`src/verilog/pcs_pkg.sv`:
```
// Constants, field layout and types for the clock mode switcher
package pcs_pkg;
   // -----------------------------------------------------------------
   // Bus and register map
   // -----------------------------------------------------------------
   localparam int ADDR_W = 4;
   localparam int RATIO_W = 7;
   localparam logic [ADDR_W-1:0] CLK_MODE_OFS = 4'h0;
   localparam int LOCK_BIT = 16;       // Read-only loop locked view
   localparam int SEL_BIT = 1;
   localparam logic [15:0] CLK_MODE_RST = 16'h0000;
   localparam logic [3:0] MULT_QUARTER = 4'hf;
   localparam logic [1:0] RESP_OKAY = 2'h0;
   localparam logic [1:0] RESP_SLVERR = 2'h2;
   // Register value loaded from the three straps, index {c,b,a}
   localparam logic [7:0][15:0] STRAP_TABLE = {
      16'h0804, 16'h1000, 16'h2004, 16'h2000,
      16'hf004, 16'h0004, 16'hf000, 16'h0000};

   // -----------------------------------------------------------------
   // Timing, counted in reference clock (mclk) cycles
   // -----------------------------------------------------------------
   localparam int REF_PER_TICK = 16;
   localparam logic [3:0] TICK_LAST = 4'(REF_PER_TICK - 1);
   localparam int SW_REF_CYC = 6;
   localparam int SW_REF_CYC_LONG = 12;
   localparam int LOOP_TAIL_HALVES = 7;  // 3.5 loop output cycles
   localparam int MCLK_PER_LOOP = 1;
   localparam int LOOP_TAIL_CYC = (LOOP_TAIL_HALVES * MCLK_PER_LOOP + 1) / 2;
   localparam logic [4:0] SW_DLY = 5'(SW_REF_CYC + LOOP_TAIL_CYC);
   localparam logic [4:0] SW_DLY_LONG = 5'(SW_REF_CYC_LONG + LOOP_TAIL_CYC);

   // -----------------------------------------------------------------
   // Types
   // -----------------------------------------------------------------
   typedef struct packed {
      logic [3:0] multFactorField;
      logic       halfRatioField;
      logic [7:0] lockDelayCount;
      logic       loopPowerBit;
      logic       loopModeSelect;
      logic       activeModeFlag;
   } pcs_clk_mode_t;

   typedef enum logic [2:0] {
      ST_DIV, ST_LOCK_WAIT, ST_TO_LOOP, ST_LOOP, ST_TO_DIV
   } pcs_state_t;

   typedef enum logic [1:0] {SRC_HALF, SRC_QUARTER, SRC_LOOP} pcs_src_t;
endpackage

```
`src/verilog/pcs_mode_switcher.sv`:
```
// Clock mode switcher with lock timer, behind an AXI4-Lite slave
`timescale 1ns/1ps

// Overview of operation
// Loop counts unlocked after reset, ratio change, power off, lost reference.
// Lock survives divider mode while powered and ratio fields stay unchanged.
// Setting mode select while unlocked with nonzero lock count starts the lock timer.
// Ratio, count and power fields change only in divider mode.
// Lock timer counts down from the preset lock count.
// After timer hits zero, loop mode follows in 6 ref plus 3.5 loop cycles.
// Active mode flag reads 1 once loop mode is reached.
// Divider clocking continues while the lock timer runs.
// Entering loop mode already locked skips the timer, short delay only.
// Leaving loop mode never waits on the lock timer.
// Divider mode follows in 6 ref plus 3.5 loop, 12 ref when mult is 15.
// Active mode flag reads 0 once divider mode is reached.
// Software returns to divider mode before choosing another loop ratio.
// Software clears select, polls flag to 0, then writes new setup.
// Software goes through loop mode between divide-by-2 and divide-by-4.
// After reset the mode comes from the three strap pins.
// Board straps enable the oscillator when a crystal is used.
// Software sets ratio and lock count before entering unlocked loop mode.
// Software should use the lock timer whenever the loop is unlocked.
// Software confirms divider mode before powering the loop off.
// Register holds mult 15:12, half 11, count 10:3, power, select, flag.
// Lock timer decrements once per 16 reference cycles.
// Loop is powered when power bit or mode select is 1.
// Ratio follows divider, loop, bypass and half-ratio selection table.
// Protected fields ignore writes in loop mode; select still updates.
// Core clock changes source without glitches or runt pulses.
module pcs_mode_switcher (
   input  wire logic                        mclk,
   input  wire logic                        sys_rst,
   input  wire logic [pcs_pkg::ADDR_W-1:0]  s_axi_awaddr,
   input  wire logic                        s_axi_awvalid,
   output logic                             s_axi_awready,
   input  wire logic [31:0]                 s_axi_wdata,
   input  wire logic [3:0]                  s_axi_wstrb,
   input  wire logic                        s_axi_wvalid,
   output logic                             s_axi_wready,
   output logic [1:0]                       s_axi_bresp,
   output logic                             s_axi_bvalid,
   input  wire logic                        s_axi_bready,
   input  wire logic [pcs_pkg::ADDR_W-1:0]  s_axi_araddr,
   input  wire logic                        s_axi_arvalid,
   output logic                             s_axi_arready,
   output logic [31:0]                      s_axi_rdata,
   output logic [1:0]                       s_axi_rresp,
   output logic                             s_axi_rvalid,
   input  wire logic                        s_axi_rready,
   input  wire logic                        modeStrapPinA,
   input  wire logic                        modeStrapPinB,
   input  wire logic                        modeStrapPinC,
   input  wire logic                        refClockLost,
   output logic                             coreClockOut,
   output logic                             loopPowerOut,
   output logic [pcs_pkg::RATIO_W-1:0]      coreRatioOut
);
   import pcs_pkg::*;

   pcs_clk_mode_t          cfgQ;
   pcs_state_t             stateQ;
   pcs_src_t               srcQ, srcD, srcWant;
   logic                   statQ, lockedQ, strapLoadQ;
   logic [7:0]             lockCntQ;
   logic [3:0]             preQ;
   logic [4:0]             dlyQ;
   logic [1:0]             phQ, phD;
   logic                   awHeldQ, wHeldQ;
   logic [ADDR_W-1:0]      awAddrQ;
   logic [31:0]            wDataQ;
   logic [3:0]             wStrbQ;
   logic                   awTake, wTake, arTake, doWrite, wrHit;
   logic [15:0]            wrWord;
   pcs_clk_mode_t          wrCfg;
   logic                   fieldChg, pwrOn;

   // -----------------------------------------------------------------
   // AXI4-Lite write channel
   // -----------------------------------------------------------------
   assign awTake = s_axi_awvalid && s_axi_awready;
   assign wTake = s_axi_wvalid && s_axi_wready;
   assign doWrite = awHeldQ && wHeldQ && !s_axi_bvalid;
   assign wrHit = doWrite && (awAddrQ[ADDR_W-1:2] == CLK_MODE_OFS[ADDR_W-1:2]);
   // Byte lanes above the low two hold nothing writable
   assign wrWord = {wStrbQ[1] ? wDataQ[15:8] : cfgQ[15:8],
                    wStrbQ[0] ? wDataQ[7:0] : cfgQ[7:0]};
   assign wrCfg = pcs_clk_mode_t'(wrWord);

   // Address and data are taken in either order, held until both exist
   always_ff @(posedge mclk) begin
      if (sys_rst) begin
         awHeldQ <= 1'b0;
         wHeldQ <= 1'b0;
         s_axi_awready <= 1'b1;
         s_axi_wready <= 1'b1;
         awAddrQ <= '0;
         wDataQ <= '0;
         wStrbQ <= '0;
      end else begin
         awHeldQ <= (awHeldQ || awTake) && !doWrite;
         wHeldQ <= (wHeldQ || wTake) && !doWrite;
         s_axi_awready <= !((awHeldQ || awTake) && !doWrite);
         s_axi_wready <= !((wHeldQ || wTake) && !doWrite);
         if (awTake) begin
            awAddrQ <= s_axi_awaddr;
         end
         if (wTake) begin
            wDataQ <= s_axi_wdata;
            wStrbQ <= s_axi_wstrb;
         end
      end
   end

   // Write response, slave error for an unmapped word
   always_ff @(posedge mclk) begin
      if (sys_rst) begin
         s_axi_bvalid <= 1'b0;
         s_axi_bresp <= RESP_OKAY;
      end else if (doWrite) begin
         s_axi_bvalid <= 1'b1;
         s_axi_bresp <= wrHit ? RESP_OKAY : RESP_SLVERR;
      end else if (s_axi_bready) begin
         s_axi_bvalid <= 1'b0;
      end
   end

   // -----------------------------------------------------------------
   // AXI4-Lite read channel
   // -----------------------------------------------------------------
   assign arTake = s_axi_arvalid && s_axi_arready;

   // Data is captured at the address edge, so a read sees one snapshot
   always_ff @(posedge mclk) begin
      if (sys_rst) begin
         s_axi_arready <= 1'b1;
         s_axi_rvalid <= 1'b0;
         s_axi_rdata <= '0;
         s_axi_rresp <= RESP_OKAY;
      end else begin
         s_axi_arready <= !((s_axi_rvalid && !s_axi_rready) || arTake);
         if (arTake) begin
            s_axi_rvalid <= 1'b1;
            s_axi_rdata <= '0;
            s_axi_rresp <= RESP_SLVERR;
            if (s_axi_araddr[ADDR_W-1:2] == CLK_MODE_OFS[ADDR_W-1:2]) begin
               s_axi_rdata[15:0] <= {cfgQ[15:1], statQ};
               s_axi_rdata[LOCK_BIT] <= lockedQ;
               s_axi_rresp <= RESP_OKAY;
            end
         end else if (s_axi_rready) begin
            s_axi_rvalid <= 1'b0;
         end
      end
   end

   // -----------------------------------------------------------------
   // Clock mode register
   // -----------------------------------------------------------------
   // Straps are caught the cycle after reset, never inside reset itself
   always_ff @(posedge mclk) begin
      if (sys_rst) begin
         cfgQ <= pcs_clk_mode_t'(CLK_MODE_RST);
         strapLoadQ <= 1'b1;
      end else if (strapLoadQ) begin
         strapLoadQ <= 1'b0;
         cfgQ <= pcs_clk_mode_t'(STRAP_TABLE[{modeStrapPinC, modeStrapPinB,
                                              modeStrapPinA}]);
      end else if (wrHit) begin
         cfgQ.loopModeSelect <= wrWord[SEL_BIT];
         if (stateQ == ST_DIV) begin
            cfgQ.multFactorField <= wrCfg.multFactorField;
            cfgQ.halfRatioField <= wrCfg.halfRatioField;
            cfgQ.lockDelayCount <= wrCfg.lockDelayCount;
            cfgQ.loopPowerBit <= wrCfg.loopPowerBit;
         end
      end
   end

   // -----------------------------------------------------------------
   // Loop lock tracking
   // -----------------------------------------------------------------
   assign pwrOn = cfgQ.loopPowerBit || cfgQ.loopModeSelect;
   assign fieldChg = wrHit && (stateQ == ST_DIV) &&
      ({wrCfg.multFactorField, wrCfg.halfRatioField} !=
       {cfgQ.multFactorField, cfgQ.halfRatioField});

   // Any loss event beats a lock report in the same cycle
   always_ff @(posedge mclk) begin
      if (sys_rst || strapLoadQ) begin
         lockedQ <= 1'b0;
      end else if (fieldChg || !pwrOn || refClockLost) begin
         lockedQ <= 1'b0;
      end else if (stateQ == ST_TO_LOOP && dlyQ == 5'h01) begin
         lockedQ <= 1'b1;
      end
   end

   // -----------------------------------------------------------------
   // Mode sequencer
   // -----------------------------------------------------------------
   // The lock timer only delays; clocking stays in divider mode meanwhile
   always_ff @(posedge mclk) begin
      if (sys_rst) begin
         stateQ <= ST_DIV;
         statQ <= 1'b0;
         lockCntQ <= '0;
         preQ <= '0;
         dlyQ <= '0;
      end else begin
         unique case (stateQ)
            ST_DIV: begin
               if (cfgQ.loopModeSelect && !strapLoadQ) begin
                  preQ <= '0;
                  lockCntQ <= cfgQ.lockDelayCount;
                  dlyQ <= SW_DLY;
                  if (!lockedQ && cfgQ.lockDelayCount != 8'h00) begin
                     stateQ <= ST_LOCK_WAIT;
                  end else begin
                     stateQ <= ST_TO_LOOP;
                  end
               end
            end
            ST_LOCK_WAIT: begin
               preQ <= preQ + 4'h1;
               if (!cfgQ.loopModeSelect) begin
                  stateQ <= ST_DIV;
               end else if (preQ == TICK_LAST) begin
                  lockCntQ <= lockCntQ - 8'h01;
                  if (lockCntQ == 8'h01) begin
                     stateQ <= ST_TO_LOOP;
                  end
               end
            end
            ST_TO_LOOP: begin
               dlyQ <= dlyQ - 5'h01;
               if (dlyQ == 5'h01) begin
                  stateQ <= ST_LOOP;
                  statQ <= 1'b1;
               end
            end
            ST_LOOP: begin
               if (!cfgQ.loopModeSelect) begin
                  stateQ <= ST_TO_DIV;
                  dlyQ <= (cfgQ.multFactorField == MULT_QUARTER) ?
                          SW_DLY_LONG : SW_DLY;
               end
            end
            ST_TO_DIV: begin
               dlyQ <= dlyQ - 5'h01;
               if (dlyQ == 5'h01) begin
                  stateQ <= ST_DIV;
                  statQ <= 1'b0;
               end
            end
            default: begin
               stateQ <= ST_DIV;
            end
         endcase
      end
   end

   // -----------------------------------------------------------------
   // Core clock and ratio outputs
   // -----------------------------------------------------------------
   // Ratio in quarters of the reference frequency
   function automatic logic [RATIO_W-1:0] ratioOf(pcs_clk_mode_t c,
                                                   logic loop);
      logic [RATIO_W-1:0] m;
      m = {3'h0, c.multFactorField};
      if (!loop) begin
         ratioOf = (c.multFactorField == MULT_QUARTER) ? 7'h01 : 7'h02;
      end else if (!c.halfRatioField) begin
         ratioOf = (c.multFactorField == MULT_QUARTER) ? 7'h04 :
                   7'((m + 7'h01) << 2);
      end else if (!c.multFactorField[0]) begin
         ratioOf = 7'((m + 7'h01) << 1);
      end else begin
         ratioOf = m;
      end
   endfunction

   // Source may change only when both candidates are about to fall low
   always_comb begin
      srcWant = statQ ? SRC_LOOP :
         ((cfgQ.multFactorField == MULT_QUARTER) ? SRC_QUARTER : SRC_HALF);
      phD = phQ + 2'h1;
      srcD = (phQ == 2'h3) ? srcWant : srcQ;
   end

   // The loop oscillator itself is analog; its slot here is a stand-in
   always_ff @(posedge mclk) begin
      if (sys_rst) begin
         phQ <= '0;
         srcQ <= SRC_HALF;
         coreClockOut <= 1'b0;
      end else begin
         phQ <= phD;
         srcQ <= srcD;
         coreClockOut <= (srcD == SRC_QUARTER) ? phD[1] : phD[0];
      end
   end

   // Power and ratio reported to the analog loop
   always_ff @(posedge mclk) begin
      if (sys_rst) begin
         loopPowerOut <= 1'b0;
         coreRatioOut <= '0;
      end else begin
         loopPowerOut <= pwrOn;
         coreRatioOut <= ratioOf(cfgQ, statQ);
      end
   end
endmodule

```
`config.mk`:
```
export PLATFORM = sky130hd
export DESIGN_NAME = pcs_mode_switcher
export DESIGN_NICKNAME = d
export VERILOG_FILES = /design/src/verilog/pcs_pkg.sv /design/src/verilog/pcs_mode_switcher.sv
export SDC_FILE = /design/constraint.sdc
export NUM_CORES = 1
export LEC_CHECK = 0
export ABC_AREA = 1
export BUFFER_PORTS_ARGS = -buffer_cell sky130_fd_sc_hd__buf_2
export CORE_UTILIZATION = 54
export CTS_CLUSTER_SIZE = 24
export DETAILED_ROUTE_END_ITERATION = 10
export GPL_ROUTABILITY_DRIVEN = 1
export HOLD_SLACK_MARGIN = 0.02
export PLACE_DENSITY = 0.79
export SLEW_MARGIN = 20
export SYNTH_ARGS = -nofsm -noshare
export SYNTH_HDL_FRONTEND = slang
export SYNTH_SLANG_ARGS = --single-unit
```
`constraint.sdc`:
```
create_clock -name mclk -period 1.55 [get_ports mclk]
set_input_delay 0.0775 -clock mclk [delete_from_list [all_inputs] [get_ports mclk]]
set_output_delay 0.0775 -clock mclk [all_outputs]
set_load 0.02 [all_outputs]
```
==> impl_metrics.py <==
metrics = {
    "run_status": {
        "status": "completed",
    },
    "worst_setup_path": {
        "r2r_end": "lockCntQ[3]",
        "crit_fanout": 6,
        "worst-path-buf-inv": 1,
        "r2r-start": "preQ[0]",
        "cp-start-kind": "register",
        "rrSetupSlack_ns": 0.1,
        "crit_family": "flip-flops",
        "required_ns": 1.78,
        "worstPathArrival_ns": 1.68,
        "cp_slowest_cell": "dfxtp_1",
        "critical_path.cell_chain": "ha_2 -> nand3_1 -> o21ai_2 -> nand2_4 -> buf_4 -> nand2_1 -> a21oi_1",
        "worstSetupStartpoint": "preQ[0]",
        "critPathMaxStageDelay_ns": 0.38,
        "crit_type": "reg -> reg",
        "endpoint_kind": "register",
        "r2r_cells": 7,
    },
    "power": {
        "p_per_area_nw_per_um2": 1360,
        "ir_drop_v": 0.000822,
        "p_leak_nw": 2.41,
    },
    "clock_network": {
        "clkSinkCount": 96,
        "cts_max_level": 3,
        "clock_latency_ns": 0.37,
        "cts_buffers": 9,
        "clk_pin_slew_worst_paths_ns": 0.10,
        "cts_root_buf": "clkbuf_8",
        "cts_tree": "built",
        "clock_path_buffers": 2,
    },
    "synthesis": {
        "synth_compound_area_frac": 0.163,
        "synth_seq_area_share": 0.430,
        "postSynthAreaPerCell_um2": 6.99,
        "synthAdderAreaFrac": 0.0224,
        "ys_warn_count": 0,
        "syn_inst": 640,
        "synth_top_family_by_area": "simple AND/OR/NAND/NOR gates",
        "yosys.area_share.xor_xnor": 0.00588,
        "synth_mux_area_frac": 0,
        "yosysTopAreaCellShare": 0.430,
        "synth_area_um2": 4470,
        "ys_types": 31,
        "yosys.area.top_type": "dfxtp_1",
        "synth-simple-area-share": 0.269,
        "yosys-top-cells-area": "dfxtp_1 43%, nand2_1 11%, a21oi_1 8.2%",
        "synth-seq-cells": 96,
    },
    "routing": {
        "viasPerCell": 5.17,
        "drt_iter0_drc": 251,
        "wirelength_um": 10600,
        "ant_nets": 0,
        "vias": 4337,
        "drc_errors": 0,
        "drt_first_pass_iters": 6,
        "wl_per_cell_um": 12.6,
    },
    "finish": {
        "final_cell_mix": "128 x nand2_1, 93 x dfxtp_1, 86 x nor2_1",
        "regArea_um2": 1930,
        "mostFrequentLayoutCell": "nand2_1",
        "drive_gt1_frac": 0.174,
        "multi_input_area_um2": 2160,
        "fill_cells": 655,
        "fin_area_um2": 5370,
        "stdcell_count": 839,
        "n_antenna_cell": 0,
        "synthToLayoutAreaGrowth_pct": 20.0,
        "nets": 795,
    },
    "global_routing": {
        "grt_max_degree": 56,
        "grt_pass1_wl_um": 17500,
        "globalRouteOverflowTotal": 0,
        "antenna_found_initial": 0,
        "grt_pass1_vias": 3990,
        "grt_usage": 0.252,
    },
    "flow_run": {
        "drv_cap": 0,
    },
    "timing": {
        "slew_viol_final": 0,
        "final_hold_viol_count": 0,
        "timing.slew.headroom": 0.402,
        "worst_slew_pin_slew_ns": 0.896,
        "rsz0062_at_grt": "true",
        "setup_viol": 0,
        "fin_crit_ns": 1.45,
        "fin_worst_skew_ns": 0.00980,
        "fmax_mhz": 689,
        "timing.final.crit_share": 0.936,
    },
    "place": {
        "gp_congestion": 0.858,
        "dp.cells": 798,
        "placed_area_um2": 4860,
        "hpwlAfterDp_um": 7170,
        "port_buffers": 64,
    },
    "floorplanning": {
        "core_region_area_um2": 7890,
        "ios": 105,
        "die_h_um": 93,
        "dieArea_um2": 8650,
        "start_util": 0.567,
        "placementRows": 32,
        "dieWidth_um": 93,
    },
    "worst_hold_path": {
        "hp-class": "in -> reg",
        "holdCritStartpoint": "s_axi_rready",
        "holdPathEnd": "s_axi_rvalid",
        "worstHoldPathCells": 4,
    },
}
==> cell usage after synthesis, drive strengths merged <==
library cell,count
nand2,133
dfxtp,96
nor2,90
a21oi,74
inv,62
o21ai,60
nand3,43
buf,27
clkbuf,16
nand4,13
ha,8
nor3,4
or2,3
xor2,3
a31oi,2
o21bai,2
a22oi,1
conb,1
o211a,1
o22ai,1
==> power breakdown <==
group / switching (mW) / internal (mW)
Clock: 0.902 / 0.958
Combinational: 1.64 / 0.883
Sequential: 0.201 / 2.71
Total: 2.74 / 4.55
==> registers in the layout, indices dropped and copies added, names as in the netlist, 3 cells and up <==
| name | cells |
|---|---|
| cfgQ | 15 |
| coreRatioOut | 7 |
| dlyQ | 5 |
| lockCntQ | 8 |
| preQ | 4 |
| s_axi_rdata | 17 |
| stateQ | 3 |
| wDataQ | 15 |
==> stage by stage <==
step	power (mW)	util	hold slack [ns]	TNS, ns	setup slack, ns
2_1_floorplan	4.74	-	0.105	0	0.272
3_3_place_gp	5.06	0.617	0.326	0	0.133
3_5_place_dp	5.16	0.617	0.332	0	0.0794
4_1_cts	7.04	0.672	0.0324	0	0.0606
5_1_grt	7.75	0.680	0.0899	-0.0489	-0.0251
6_report	7.29	0.680	0.0362	0	0.0987
==> logic make-up (layout without fill, tap and decap cells) <==
| family | after synthesis | in the layout |
|---|---|---|
| other cells | 1 | 18 |
| fa+ha+maj | 8 | 8 |
| buf+inv | 105 | 184 |
| simple gates | 286 | 287 |
| flops | 96 | 96 |
| compound gates | 141 | 141 |
| xor+xnor | 3 | 3 |
==> final cells by class <==
cell class | count | share of cell area
inverters | 62 | 0.0441
well taps | 102 | 0.0238
clock inverters | 6 | 0.0170
repair buffers | 106 | 0.128
multi-input cells | 457 | 0.402
clock buffers | 10 | 0.0257
flip-flops and latches | 96 | 0.359
==> metal layers <==
metal | vias up | GRT usage | routed length, µm
met5 | - | 0 | 0
met4 | 0 | 0.0795 | 121
met3 | 12 | 0.0472 | 439
met2 | 108 | 0.443 | 5300
met1 | 1992 | 0.312 | 4730
li1 | 2225 | - | -
==> worst reg2reg max path, stage by stage (launching register included) <==
cell,delay (ns)
dfxtp_1,0.38
ha_2,0.22
nand3_1,0.11
o21ai_2,0.23
nand2_4,0.12
buf_4,0.16
nand2_1,0.05
a21oi_1,0.06
==> how the worst max path moves through the flow <==
stage / end / slack (ns) / cells past startpoint
2_1_floorplan: lockCntQ[5] / 0.27 / 7
3_3_place_gp: lockCntQ[6] / 0.13 / 7
3_5_place_dp: lockCntQ[6] / 0.08 / 7
4_1_cts: lockCntQ[6] / 0.06 / 7
5_1_grt: cfgQ[6] / -0.03 / 6
6_report: lockCntQ[3] / 0.1 / 7
==> what timing repair did <==
item / 4_1_cts / 5_1_grt
hold buffers: 21 / 0
endpoints found under the setup margin: 0 / 13
setup buffers: 0 / 3
resized for setup: 0 / 14
hold endpoints to repair: 21 / 0
Power figures use the tool's default switching activity.
